==> config.mk <==
export PLATFORM = sky130hd
export DESIGN_NAME = sbju_top
export DESIGN_NICKNAME = d
export VERILOG_FILES = /design/src/sbju_pkg.sv /design/src/sbju_res_if.sv /design/src/sbju_decode.sv /design/src/sbju_top.sv
export SDC_FILE = /design/constraint.sdc
export NUM_CORES = 1
export LEC_CHECK = 0
export ABC_AREA = 1
export ABC_CLOCK_PERIOD_IN_PS = 1920
export BUFFER_PORTS_ARGS = -buffer_cell sky130_fd_sc_hd__buf_2
export CAP_MARGIN = 40
export CORE_MARGIN = 8
export CORE_UTILIZATION = 47
export DETAILED_ROUTE_END_ITERATION = 8
export PLACE_DENSITY = 0.78
export SETUP_SLACK_MARGIN = 0.15
export SLEW_MARGIN = 15
export SYNTH_ARGS = -nofsm -noshare
export SYNTH_HDL_FRONTEND = slang
export SYNTH_SLANG_ARGS = --single-unit
==> constraint.sdc <==
create_clock -name i_clk -period 1.92 [get_ports i_clk]
set_clock_uncertainty 0.1 [all_clocks]
set_input_delay 0.192 -clock i_clk [delete_from_list [all_inputs] [get_ports i_clk]]
set_output_delay 0.192 -clock i_clk [all_outputs]
set_load 0.01 [all_outputs]
==> src/sbju_pkg.sv <==
// constants and types shared by the signed branch and jump unit
package sbju_pkg;

    // ==========================================================
    // opcodes
    localparam logic [7:0] SBJU_OP_JLESS = 8'h7C;
    localparam logic [7:0] SBJU_OP_JLEQ = 8'h7E;
    localparam logic [7:0] SBJU_OP_JSHORT = 8'hEB;
    localparam logic [7:0] SBJU_OP_JNEAR = 8'hE9;
    localparam logic [7:0] SBJU_OP_JFAR = 8'hEA;
    localparam logic [7:0] SBJU_OP_GRP = 8'hFF;
    localparam logic [2:0] SBJU_REG_NEAR_IND = 3'h4;
    localparam logic [2:0] SBJU_REG_FAR_IND = 3'h5;

    // ==========================================================
    // sign extension
    localparam logic [15:0] SBJU_SEXT_NEG = 16'hFF00;
    localparam logic [15:0] SBJU_SEXT_POS = 16'h00FF;

    // ==========================================================
    // cycle counts, total clocks per instruction
    localparam logic [5:0] SBJU_CYC_COND_TAKEN = 6'd13;
    localparam logic [5:0] SBJU_CYC_COND_NOT = 6'd4;
    localparam logic [5:0] SBJU_CYC_JSHORT = 6'd14;
    localparam logic [5:0] SBJU_CYC_JNEAR = 6'd14;
    localparam logic [5:0] SBJU_CYC_NEAR_REG = 6'd11;
    localparam logic [5:0] SBJU_CYC_NEAR_MEM16 = 6'd17;
    localparam logic [5:0] SBJU_CYC_NEAR_MEM8 = 6'd21;
    localparam logic [5:0] SBJU_CYC_JFAR = 6'd14;
    localparam logic [5:0] SBJU_CYC_FAR_IND16 = 6'd26;
    localparam logic [5:0] SBJU_CYC_FAR_IND8 = 6'd34;

    // ==========================================================
    // reset values
    localparam logic [15:0] SBJU_RST_IP = 16'h0000;
    localparam logic [15:0] SBJU_RST_CS = 16'h0000;

    typedef enum logic [2:0] {
        SBJU_ST_IDLE = 3'b001,
        SBJU_ST_BUSY = 3'b010,
        SBJU_ST_DONE = 3'b100
    } sbju_state_t;

    // resolved action of one instruction
    typedef struct packed {
        logic valid;
        logic load_cs;
        logic taken;
        logic [15:0] ip;
        logic [15:0] cs;
        logic [5:0] cycles;
    } sbju_result_t;

endpackage : sbju_pkg

==> src/sbju_res_if.sv <==
// carrier of a resolved jump from the decoder to the sequencer
`timescale 1ns/1ps
interface sbju_res_if;
    import sbju_pkg::*;
    sbju_result_t res;
    modport src (output res);
    modport dst (input res);
endinterface : sbju_res_if

==> src/sbju_decode.sv <==
// combinational resolution of opcode, flags and operands into a target
`timescale 1ns/1ps
module sbju_decode
    import sbju_pkg::*;
(
    input wire logic i_valid, // instruction present
    input wire logic [7:0] i_opcode, // opcode byte
    input wire logic [2:0] i_reg_field, // modrm reg field
    input wire logic i_rm_is_reg, // near indirect operand in a register
    input wire logic i_bus8, // 8-bit bus variant
    input wire logic i_sign_flag, // sign flag
    input wire logic i_overflow_flag, // overflow flag
    input wire logic i_zero_flag, // zero flag
    input wire logic [15:0] i_next_ip, // address of the following instruction
    input wire logic [15:0] i_cur_cs, // current code segment
    input wire logic [15:0] i_imm16, // rel16 or ptr offset or rel8 in low byte
    input wire logic [15:0] i_imm_seg, // ptr16:16 segment word
    input wire logic [15:0] i_opnd_off, // r/m16 or m16:16 offset word
    input wire logic [15:0] i_opnd_seg, // m16:16 segment word
    sbju_res_if.src res_o // resolved action
);

    function automatic logic [15:0] sbju_sext8(input logic [7:0] d);
        sbju_sext8 = d[7] ? (SBJU_SEXT_NEG | {8'h00, d}) : (SBJU_SEXT_POS & {8'h00, d});
    endfunction

    // 16-bit target, carry dropped so the pointer wraps in the segment
    function automatic logic [15:0] sbju_add16(input logic [15:0] a, input logic [15:0] b);
        logic [16:0] s;
        s = {1'b0, a} + {1'b0, b};
        sbju_add16 = s[15:0];
    endfunction

    sbju_result_t r;
    logic lt;

    always_comb begin
        lt = i_sign_flag ^ i_overflow_flag;
        r = '0;
        r.ip = i_next_ip;
        r.cs = i_cur_cs;
        r.valid = i_valid;
        unique case (i_opcode)
            SBJU_OP_JLESS: begin
                r.taken = lt;
            end
            SBJU_OP_JLEQ: begin
                r.taken = lt | i_zero_flag;
            end
            SBJU_OP_JSHORT, SBJU_OP_JNEAR, SBJU_OP_JFAR: begin
                r.taken = 1'b1;
            end
            SBJU_OP_GRP: begin
                r.taken = (i_reg_field == SBJU_REG_NEAR_IND) ||
                          (i_reg_field == SBJU_REG_FAR_IND);
            end
            default: begin
                r.valid = 1'b0;
            end
        endcase
        unique case (i_opcode)
            SBJU_OP_JLESS, SBJU_OP_JLEQ: begin
                r.cycles = r.taken ? SBJU_CYC_COND_TAKEN : SBJU_CYC_COND_NOT;
                if (r.taken) begin
                    r.ip = sbju_add16(i_next_ip, sbju_sext8(i_imm16[7:0]));
                end
                // not taken: ip stays at the next instruction
            end
            SBJU_OP_JSHORT: begin
                r.ip = sbju_add16(i_next_ip, sbju_sext8(i_imm16[7:0]));
                r.cycles = SBJU_CYC_JSHORT;
            end
            SBJU_OP_JNEAR: begin
                r.ip = sbju_add16(i_next_ip, i_imm16);
                r.cycles = SBJU_CYC_JNEAR;
            end
            SBJU_OP_JFAR: begin
                r.ip = i_imm16;
                r.cs = i_imm_seg;
                r.load_cs = 1'b1;
                r.cycles = SBJU_CYC_JFAR;
            end
            SBJU_OP_GRP: begin
                if (i_reg_field == SBJU_REG_NEAR_IND) begin
                    r.ip = i_opnd_off;
                    r.cycles = i_rm_is_reg ? SBJU_CYC_NEAR_REG :
                               (i_bus8 ? SBJU_CYC_NEAR_MEM8 : SBJU_CYC_NEAR_MEM16);
                end else if (i_reg_field == SBJU_REG_FAR_IND) begin
                    r.ip = i_opnd_off;
                    r.cs = i_opnd_seg;
                    r.load_cs = 1'b1;
                    r.cycles = i_bus8 ? SBJU_CYC_FAR_IND8 : SBJU_CYC_FAR_IND16;
                end else begin
                    r.valid = 1'b0;
                end
            end
            default: begin
                r.cycles = '0;
            end
        endcase
        // short and near forms keep the segment
        if (!r.load_cs) begin
            r.cs = i_cur_cs;
        end
        res_o.res = r;
    end

endmodule // sbju_decode

==> src/sbju_top.sv <==
// signed branch and jump unit: resolves 7C/7E/EB/E9/EA/FF/4/FF/5 with clock timing
`timescale 1ns/1ps
module sbju_top
    import sbju_pkg::*;
(
    input wire logic i_clk, // core clock, 25 MHz
    input wire logic i_rst_n, // synchronous reset, active low
    input wire logic i_start, // pulse: execute the presented instruction
    input wire logic [7:0] i_opcode, // opcode byte
    input wire logic [2:0] i_reg_field, // modrm reg field
    input wire logic i_rm_is_reg, // near indirect operand is a register
    input wire logic i_bus8, // 8-bit bus variant
    input wire logic i_sign_flag, // sign flag
    input wire logic i_overflow_flag, // overflow flag
    input wire logic i_zero_flag, // zero flag
    input wire logic [15:0] i_next_ip, // address of the following instruction
    input wire logic [15:0] i_cur_cs, // current code segment
    input wire logic [15:0] i_imm16, // immediate offset or displacement
    input wire logic [15:0] i_imm_seg, // immediate segment word
    input wire logic [15:0] i_opnd_off, // fetched offset word
    input wire logic [15:0] i_opnd_seg, // fetched segment word
    output logic o_busy, // instruction in progress
    output logic o_ready, // can accept i_start
    output logic o_done, // pulse: result valid
    output logic o_illegal, // pulse: opcode not handled
    output logic o_taken, // branch was taken
    output logic o_load_cs, // code segment is loaded
    output logic [15:0] o_instruction_pointer, // new instruction pointer
    output logic [15:0] o_code_segment, // new code segment
    output logic o_push_return // always low, no return info
);

    // ==========================================================
    // state
    typedef struct packed {
        sbju_state_t st;
        logic [5:0] cnt;
        logic taken;
        logic load_cs;
        logic illegal;
        logic [15:0] ip;
        logic [15:0] cs;
    } sbju_regs_t;

    sbju_regs_t q, d;
    sbju_res_if res_bus ();

    // ==========================================================
    // decode
    sbju_decode u_decode (
        .i_valid(i_start),
        .i_opcode(i_opcode),
        .i_reg_field(i_reg_field),
        .i_rm_is_reg(i_rm_is_reg),
        .i_bus8(i_bus8),
        .i_sign_flag(i_sign_flag),
        .i_overflow_flag(i_overflow_flag),
        .i_zero_flag(i_zero_flag),
        .i_next_ip(i_next_ip),
        .i_cur_cs(i_cur_cs),
        .i_imm16(i_imm16),
        .i_imm_seg(i_imm_seg),
        .i_opnd_off(i_opnd_off),
        .i_opnd_seg(i_opnd_seg),
        .res_o(res_bus.src)
    );

    // ==========================================================
    // sequencer: holds the result until the clock count runs out
    always_comb begin
        d = q;
        d.illegal = 1'b0;
        unique case (q.st)
            SBJU_ST_IDLE: begin
                if (i_start) begin
                    if (res_bus.res.valid) begin
                        d.taken = res_bus.res.taken;
                        d.load_cs = res_bus.res.load_cs;
                        d.ip = res_bus.res.ip;
                        d.cs = res_bus.res.cs;
                        // start cycle counts as the first clock
                        d.cnt = res_bus.res.cycles - 6'd1;
                        d.st = (d.cnt == 6'd1) ? SBJU_ST_DONE : SBJU_ST_BUSY;
                    end else begin
                        d.illegal = 1'b1;
                    end
                end
            end
            SBJU_ST_BUSY: begin
                d.cnt = q.cnt - 6'd1;
                if (q.cnt == 6'd2) begin
                    d.st = SBJU_ST_DONE;
                end
            end
            SBJU_ST_DONE: begin
                d.cnt = '0;
                d.st = SBJU_ST_IDLE;
            end
            default: begin
                d.st = SBJU_ST_IDLE;
            end
        endcase
    end

    always_ff @(posedge i_clk) begin
        if (!i_rst_n) begin
            q.st <= SBJU_ST_IDLE;
            q.cnt <= '0;
            q.taken <= 1'b0;
            q.load_cs <= 1'b0;
            q.illegal <= 1'b0;
            q.ip <= SBJU_RST_IP;
            q.cs <= SBJU_RST_CS;
        end else begin
            q <= d;
        end
    end

    // ==========================================================
    // outputs
    assign o_busy = (q.st != SBJU_ST_IDLE);
    assign o_ready = (q.st == SBJU_ST_IDLE);
    assign o_done = (q.st == SBJU_ST_DONE);
    assign o_illegal = q.illegal;
    assign o_taken = q.taken;
    assign o_load_cs = q.load_cs;
    assign o_instruction_pointer = q.ip;
    assign o_code_segment = q.cs;
    assign o_push_return = 1'b0;

endmodule // sbju_top

* After elaboration in Yosys (flattened, before gate mapping)
Cells that the tools add are included.
** Storage, ports and cells
- Bits of input ports :: 115
- Register bits :: 44
- Word-level logic and storage cells :: 68
** Operators by class
- Eq/ne operators :: 17
- Reduce and logical (&&, ||, !) cells :: 9
- Add/sub/neg operators :: 4
- Multiplexer cells :: 29
- Bitwise operators :: 2
** Operators by type and width (count)
- 16-bit two-way mux :: 5
- 16-bit case mux with 5 select lines :: 1
- 44-bit two-way mux :: 1
- 38-bit two-way mux :: 1
- 6-bit case mux with 3 select lines :: 2
- 16-bit adder :: 2
- 8-bit equality test, second input constant :: 4
- 32-bit two-way mux :: 1
- 16-bit case mux with 2 select lines :: 1
- 6-bit two-way mux :: 3
- 8-bit by 7-bit equality test with 1-bit output, second input constant :: 2
- 3-bit AND reduction :: 4
- 6-bit by 1-bit subtractor with 6-bit output, second input constant :: 2
- 11-bit two-way mux :: 1
- 3-bit equality test, second input constant :: 3
- 3-bit two-way mux :: 3
- 6-bit by 1-bit equality test with 1-bit output, second input constant :: 1
- 6-bit by 2-bit equality test with 1-bit output, second input constant :: 1
- 3-bit case mux with 2 select lines :: 1
- 6-bit OR reduction :: 1
- 1-bit two-way mux :: 5
- 4-bit two-way mux :: 1
- 2-bit != test, second input constant :: 2
- 1-bit case mux with 4 select lines :: 1
- other kinds (12) :: 12

* Logic depth before layout (Yosys ltp)
Gate-level depths: netlist of the first run.
- Word-level depth :: 11
- Depth in mapped cells :: 16
- Gate-level depth less buffers :: 16

* Modules after synthesis
From an unflattened synthesis of the first run, not the netlist that was laid out.
** Unflattened totals
- Cells, all modules :: 884
- Area, all modules :: 5181.2 µm²
** By module, submodules not included
- sbju_decode :: cells each 588, area an instance 3017.9 µm², times used 1
- sbju_top :: cells each 296, area an instance 2163.3 µm², times used 1

* Worst setup path before layout of the first run
Ideal clock, no wire load.
- Path kind :: input to register
- Start point :: input i_next_ip[0]
- End point :: register q, in the netlist o_instruction_pointer[8]
- Arrival time :: 1728 ps
- Cell stages on the path :: 11
- Required time :: 1703 ps
- Path slack :: -25 ps
- Buffers on the path :: 0
- Cell sequence :: ha_1 -> fa_1 -> nand3_1 -> nand2_1 -> nand2_1 -> nand3_1 -> or2_2 -> nand3_1 -> nand3_1 -> nor2_1 -> nor2_1
** Between the ends
- Word-level cells in the longest chain between the ends :: 3
- Elaborated cells between the ends (all ways) :: 4
- Those cells by class :: add/sub (2); mux (2)
** RTL lines
- start: declaration :: RTL line sbju_top.sv:16 : input wire logic [15:0] i_next_ip,
- 16-bit adder :: RTL line sbju_decode.sv:30 : s = {1'b0, a} + {1'b0, b};
- 16-bit two-way mux :: RTL line sbju_decode.sv:64 : if (r.taken) begin
- 16-bit case mux with 5 select lines (*) :: RTL line sbju_decode.sv:61 : unique case (i_opcode)
- end: declaration :: RTL line sbju_top.sv:45 : sbju_regs_t q, d;
Mark *: on every way between the ends. The rest lies on a longest branch, timed or not.
A chain may end at the register's enable or synchronous reset.

* Worst setup path in the final report of the first run
- Start point :: input i_opcode[4]
- End point :: register q[42] in the netlist's numbering
** Between the ends
- Word-level cells in the longest chain between the ends :: 11
- Elaborated cells between the ends (all ways) :: 24
- Those cells by class :: add/sub (1); eq/ne (8); mux (11); reduce/logical (4)
** RTL lines
- start: declaration :: RTL line sbju_top.sv:9 : input wire logic [7:0] i_opcode,
- 8-bit equality test :: RTL line sbju_decode.sv:43, sbju_decode.sv:61
- 3-bit OR reduction (no line)
- 1-bit case mux with 4 select lines :: RTL line sbju_decode.sv:43 : unique case (i_opcode)
- 4-bit two-way mux :: RTL line sbju_decode.sv:63 : r.cycles = r.taken ? SBJU_CYC_COND_TAKEN : SBJU_CYC_COND_NOT;
- 6-bit case mux with 3 select lines :: RTL line sbju_decode.sv:61
- 6-bit by 1-bit subtractor with 6-bit output :: RTL line sbju_top.sv:82 : d.cnt = res_bus.res.cycles - 6'd1;
- 6-bit by 1-bit equality test with 1-bit output :: RTL line sbju_top.sv:83 : d.st = (d.cnt == 6'd1) ? SBJU_ST_DONE : SBJU_ST_BUSY;
- 3-bit two-way mux :: RTL line sbju_top.sv:83
- 11-bit two-way mux :: RTL line sbju_top.sv:76 : if (res_bus.res.valid) begin
- 44-bit two-way mux :: RTL line sbju_top.sv:75 : if (i_start) begin
- 3-bit case mux with 2 select lines :: RTL line sbju_top.sv:73 : unique case (q.st)
Several ways; a longest one is shown, not always the timed one. The select of a mux whose other input is x is not followed.

==> results of run 1 <==
==> state kept, by name, indices dropped and copies added, names as in the netlist <==
signal,flops
o_load_cs,1
o_illegal,1
o_instruction_pointer,16
q,9
o_taken,1
o_code_segment,16
==> power groups by stage <==
stage               clock network, mW  registers [mW]  logic, mW
floorplan                           0           0.952      0.461
global placement                    0           0.952      0.824
detailed placement                  0           0.953      0.830
CTS                             0.792           0.931      0.834
global route                    0.826           0.933      0.978
finish                          0.780           0.932      0.877
==> per-stage QoR <==
step                      utilization (%)  cells  total power, mW  cell area (um^2)  hold slack [ps]
after detailed placement             59.3   1063             1.78              5710              353
after global routing                 61.7   1071             2.74              5940             81.6
final                                61.7   1071             2.59              5940             75.0
after floorplan                         -    764             1.41              4630              234
after global placement               59.3   1063             1.78              5710              350
after CTS                            60.5   1071             2.56              5840             68.7
==> routing by layer <==
| metal | wire, um | share of wire [%] |
|---|---|---|
| met1 | 6700 | 43 |
| met2 | 7690 | 49 |
| met5 | 0 | 0 |
| met3 | 991 | 6.3 |
| met4 | 326 | 2.1 |
==> final timing paths <==
path	start	to	slack, ps	cells past startpoint
setup / recovery	i_opcode[4]	q[42]$_SDFFE_PN0P_	260	15
hold / removal	i_imm_seg[12]	o_code_segment[12]$_SDFFE_PN0P_	70	3
setup reg to reg	q[41]$_SDFFE_PN1P_	o_instruction_pointer[11]$_SDFFE_PN0P_	300	10
hold reg to reg	o_code_segment[15]$_SDFFE_PN0P_	o_code_segment[15]$_SDFFE_PN0P_	370	2
==> synth_stat cells (8+ instances only) <==
master / instances / area share [%]
a21oi_1: 76 / 8.3
a22oi_1: 8 / 1.3
buf_2: 8 / 0.87
buf_4: 36 / 5.9
dfxtp_1: 44 / 19
ha_1: 26 / 7.1
inv_1: 79 / 6.4
nand2_1: 203 / 17
nand3_1: 58 / 6.3
nand4_1: 9 / 1.2
nor2_1: 74 / 6.0
o211ai_1: 12 / 2.0
o21ai_0: 53 / 5.8
==> cell type report <==
cell class / instances / share of cell area (%)
flip-flops and latches: 44 / 14.8
well taps: 133 / 2.80
multi-input cells: 583 / 53.4
inverters: 86 / 5.49
repair buffers: 217 / 21.5
clock buffers: 6 / 1.39
clock inverters: 2 / 0.653
==> cells by family (layout without fill, tap and decap cells) <==
group / Yosys count / after routing / share of synthesized area [%]
xor gates and xnor gates: 8 / 8 / 1.52
AOI/OAI and AO/OA: 168 / 168 / 20.4
buffers and inverters: 137 / 311 / 14.7
DFF: 44 / 44 / 19.2
other: 1 / 1 / 0.0816
and+or+nand+nor: 378 / 378 / 36.3
adders and majority gates: 27 / 27 / 7.51
muxes: 1 / 1 / 0.245
==> worst min-delay path, stage by stage <==
cell,delay [ps]
buf_2,70
a21oi_1,50
a21oi_1,120
==> impl_metrics.env, run 1 <==
export IMPL_use_met1_pct=28.0
export IMPL_rsz0062_at_grt="yes"
export IMPL_ys_ff_latch=44
export IMPL_fp_dieW_um=115
export IMPL_crit_fanout=3
export IMPL_slowest_stage="ha_1"
export IMPL_cts_num_sinks=44
export IMPL_status="finished clean"
export IMPL_vias=5599
export IMPL_cts_clk_slew_worst_paths_ps=90
export IMPL_vdd_ir_drop_max_mv=0.283
export IMPL_synthArstFlopShare_pct=0
export IMPL_rows=36
export IMPL_p_comb_share_pct=33.9
export IMPL_fin_nets=1079
export IMPL_clock_path_buffers=2
export IMPL_num_antenna_cells=0
export IMPL_pin_count=154
export IMPL_final_cell_mix="nand2_1 (200), buf_2 (151), inv_1 (79)"
export IMPL_wl_um=15700
export IMPL_drc=0
export IMPL_maxSlewViolCount=0
export IMPL_numCtsBuffers=5
export IMPL_power_density_nw_per_um2=436
export IMPL_grt_busiest_layer="met2"
export IMPL_pwr_share_seq_pct=36.0
export IMPL_startpoint_type="input port"
export IMPL_wl_per_cell_um=14.7
export IMPL_coreArea_um2=9640
export IMPL_ff_latch_area_um2=881
export IMPL_tritoncts="yes"
export IMPL_hold_buffers=0
export IMPL_cp_top_family="simple AND/OR/NAND/NOR gates"
export IMPL_max_freq_mhz=602
export IMPL_insertion_delay_ps=300
export IMPL_critPathArrivalTime_ps=1740
export IMPL_gp_congestion=0.986
export IMPL_antenna_found_initial=0
export IMPL_post_route_cells_drive_above_1_share_pct=30.0
export IMPL_period_share_pct=86.5
export IMPL_synthToLayoutAreaGrowth_pct=29.3
export IMPL_hold_path_class="in -> reg"
export IMPL_grt_pass1_vias=5332
export IMPL_initial_core_util_pct=47.7
export IMPL_synth_edf_count=0
export IMPL_met2_usage_pct=40.5
export IMPL_cp_data_required_time_ps=2000
export IMPL_cts_root_buf="clkbuf_8"
export IMPL_p_int_mw=1.74
export IMPL_drt_initial_drc_count=446
export IMPL_p_leak_nw=3.16
export IMPL_fin_setup_tns_ps=0
export IMPL_grt_max_degree=24
export IMPL_syn_num_nets=906
export IMPL_final_hold_viol_count=0
export IMPL_synth_area_um2=4600
export IMPL_switching_power_mw=0.848
export IMPL_grt_ovfl_total=0
export IMPL_crit_type="in -> reg"
export IMPL_fin_crit_ps=1660
export IMPL_drt_first_pass_iters=5
export IMPL_postCtsSetupRepairBufs=0
export IMPL_multi_input_area_um2=3170
export IMPL_cp_slowest_stage_delay_ps=220
export IMPL_die_h_um=115
export IMPL_yosys_warnings=0
export IMPL_viasPerCell=5.23
export IMPL_critical_path_buf_inv_count=3
export IMPL_maxCapViolCount=0
export IMPL_mostFrequentLayoutCell="nand2_1"
export IMPL_pre_cts_slack_ps=-61.7
export IMPL_crit_chain="buf_2, nand2_1, nor2_1, nand2_1, inv_1, o21ai_1, o21ai_0, inv_1, ha_1, nand4_1, nand2_1, nor2_1, nand3_1, nand2_1, a21oi_1"
export IMPL_cp_common_cell="nand2_1"
export IMPL_htree_levels=2
export IMPL_grt_first_pass_wirelength_um=24900
export IMPL_met3_usage_pct=3.57
export IMPL_setup_viol=0
export IMPL_swShare_pct=32.7
export IMPL_layout_setup_ws_ps=259
export IMPL_dieArea_um2=13200
export IMPL_avgSynthCellArea_um2=6.02
export IMPL_clkPwrFrac_pct=30.1
export IMPL_ant_nets=0
export IMPL_cts_resized=0
export IMPL_fillCellCount=971
export IMPL_syn_inst=764
export IMPL_ys_flop_type="dfxtp_1"
export IMPL_io_buffers=152
export IMPL_hpwl_um=12800
export IMPL_end_kind="flop"
export IMPL_groute_usage_overall_pct=23.1
export IMPL_yosysSeqAreaShare_pct=19.2
export IMPL_synthDistinctLibCells=48
(Power assumes the default switching activity.)
==> run 2: changes to the inputs <==
--- a/config.mk
+++ b/config.mk
@@ -6,7 +6,7 @@
 export NUM_CORES = 1
 export LEC_CHECK = 0
 export ABC_AREA = 1
-export ABC_CLOCK_PERIOD_IN_PS = 1920
+export ABC_CLOCK_PERIOD_IN_PS = 1500
 export BUFFER_PORTS_ARGS = -buffer_cell sky130_fd_sc_hd__buf_2
 export CAP_MARGIN = 40
 export CORE_MARGIN = 8
==> constraint.sdc (replaced) <==
create_clock -name i_clk -period 1.5 [get_ports i_clk]
set_clock_uncertainty 0.1 [all_clocks]
set_input_delay 0.15 -clock i_clk [delete_from_list [all_inputs] [get_ports i_clk]]
set_output_delay 0.15 -clock i_clk [all_outputs]
set_load 0.01 [all_outputs]
==> run 2 against run 1 <==
  * The flow now finishes with violations (setup timing)
  * Hold slack worse by 67 ps
  * Global-route usage up 2.5 points
  * Combinational power up 64%
  * Clock power up 4.6%
  * Total power up 33%
  * Sequential share of layout area down 2.5 points
  * Sequential power up 28%
  * Non-clock buffer count up 66
  * Core utilization up 13 points
  * Setup slack worse by 380 ps
  * Cell count up 6.3%
  * Count of clock-buffer cells in the layout unchanged
  * Critical path type unchanged
  * Largest cell class unchanged
  * Largest power group is now combinational cells
  * Highest routed layer is now met5
==> impl_metrics.env, run 2 (same netlist as run 1, synthesis figures left out) <==
export IMPL_grt_ovfl_total=0
export IMPL_grt_first_pass_wirelength_um=27600
export IMPL_violations="setup timing"
export IMPL_fillCellCount=766
export IMPL_io_buffers=152
export IMPL_cts_num_sinks=44
export IMPL_place_area_um2=6400
export IMPL_cts_root_buf="clkbuf_8"
export IMPL_insertion_delay_ps=300
export IMPL_die_h_um=115
export IMPL_coreArea_um2=9640
export IMPL_pre_cts_slack_ps=-409
export IMPL_crit_chain="buf_8, ha_4, fa_2, nand3_2, nand2_2, nand2_2, nand3_4, or2_4, nand3_2, nand3_2, nor2_1, nor2_1"
export IMPL_clock_path_buffers=2
export IMPL_swShare_pct=35.2
export IMPL_ff2ff_path_depth=8
export IMPL_dieArea_um2=13200
export IMPL_drt_first_pass_iters=5
export IMPL_startpoint_type="input port"
export IMPL_initial_core_util_pct=47.7
export IMPL_groute_usage_overall_pct=25.5
export IMPL_maxCapViolCount=0
export IMPL_grt_pass1_vias=5993
export IMPL_crit_fanout=4
export IMPL_status="finished, violations left"
export IMPL_power_density_nw_per_um2=478
export IMPL_hold_path_class="in -> reg"
export IMPL_drc=0
export IMPL_wl_um=18300
export IMPL_ant_nets=0
export IMPL_synthToLayoutAreaGrowth_pct=56.8
export IMPL_mostFrequentLayoutCell="nand2_1"
export IMPL_p_comb_share_pct=41.7
export IMPL_period_share_pct=108
export IMPL_viasPerCell=5.41
export IMPL_hold_depth=3
export IMPL_switching_power_mw=1.21
export IMPL_vdd_ir_drop_max_mv=0.347
export IMPL_gp_congestion=0.975
export IMPL_max_freq_mhz=616
export IMPL_tritoncts="yes"
export IMPL_cp_common_cell="nand3_2"
export IMPL_fin_crit_ps=1620
export IMPL_fp_dieW_um=115
export IMPL_drt_initial_drc_count=447
export IMPL_cp_data_required_time_ps=1600
export IMPL_post_route_cells_drive_above_1_share_pct=45.0
export IMPL_clkPwrFrac_pct=23.7
export IMPL_pwr_share_seq_pct=34.6
export IMPL_pin_count=154
export IMPL_critPathArrivalTime_ps=1720
export IMPL_cp_slowest_stage_delay_ps=370
export IMPL_p_leak_nw=3.63
export IMPL_grt_max_degree=17
export IMPL_htree_levels=2
export IMPL_maxSlewViolCount=0
export IMPL_rows=36
export IMPL_whs_ps=7.52
export IMPL_wl_per_cell_um=16.1
export IMPL_final_cell_mix="nand2_1 (178), buf_2 (139), buf_4 (117)"
export IMPL_final_core_util_pct=74.8
export IMPL_slowest_stage="fa_2"
export IMPL_power_mw=3.45
export IMPL_layout_setup_ws_ps=-123
export IMPL_rsz0062_at_grt="yes"
export IMPL_cts_clk_slew_worst_paths_ps=90
export IMPL_end_kind="flop"
export IMPL_final_hold_viol_count=0
export IMPL_fin_area_um2=7210
export IMPL_antenna_found_initial=2
export IMPL_crit_type="in -> reg"
export IMPL_hpwl_um=13600
export IMPL_setup_viol=11
export IMPL_numCtsBuffers=5
export IMPL_vias=6157
export IMPL_fin_nets=1145
export IMPL_p_int_mw=2.23
==> run 2: power by group through the flow <==
stage / Clock (mW) / Sequential, mW / Combinational (mW)
floorplan: 0 / 1.22 / 0.641
global placement: 0 / 1.22 / 1.16
detailed placement: 0 / 1.22 / 1.19
CTS: 0.827 / 1.19 / 1.30
global route: 0.890 / 1.20 / 1.56
finish: 0.816 / 1.19 / 1.44
==> run 2: path summary, 6_finish.rpt <==
path / from / end / slack (ps)
max: i_next_ip[0] / o_instruction_pointer[8]$_SDFFE_PN0P_ / -120
min: i_imm_seg[12] / o_code_segment[12]$_SDFFE_PN0P_ / 8
max reg2reg: q[42]$_SDFFE_PN0P_ / o_instruction_pointer[5]$_SDFFE_PN0P_ / -20
min reg2reg: o_code_segment[15]$_SDFFE_PN0P_ / o_code_segment[15]$_SDFFE_PN0P_ / 370
==> run 2: repair_timing <==
action	in CTS	in global routing
hold buffers	1	0
buffers inserted	7	9
resized for setup	76	64
pin swaps	35	28
hold endpoints to repair	1	0
setup endpoints to repair	45	45
==> run 2: critical path, delay by kind of cell <==
kind / cells / cell delay [ps]
adder cells (fa/ha/maj): 2 / 530
buffers and inverters: 1 / 100
AND/OR/NAND/NOR: 9 / 930
==> run 2: layer usage <==
layer  vias to the layer above  track usage (%)  share of wire, %
met2                       273             46.1                50
li1                       2992                -                 -
met5                         -                0             0.066
met4                         2             12.7               4.4
met1                      2818             28.3                39
met3                        72             4.20               6.5
==> run 2: cell type report <==
class | instances | area, um^2 | area share, %
clock buffer | 6 | 82.6 | 1.15
antenna | 1 | 2.50 | 0.0347
inverter | 86 | 357 | 4.95
timing repair buffer | 283 | 1960 | 27.1
clock inverter | 2 | 15.0 | 0.208
tap | 133 | 166 | 2.31
sequential | 44 | 887 | 12.3
multi-input combinational | 583 | 3740 | 51.9
==> run 2: metrics by stage <==
step	TNS (ps)	instances
3_5_place_dp	-9490	1112
6_report	-457	1138
2_1_floorplan	-1370	764
3_3_place_gp	-8440	1112
4_1_cts	0	1128
5_1_grt	-2300	1138
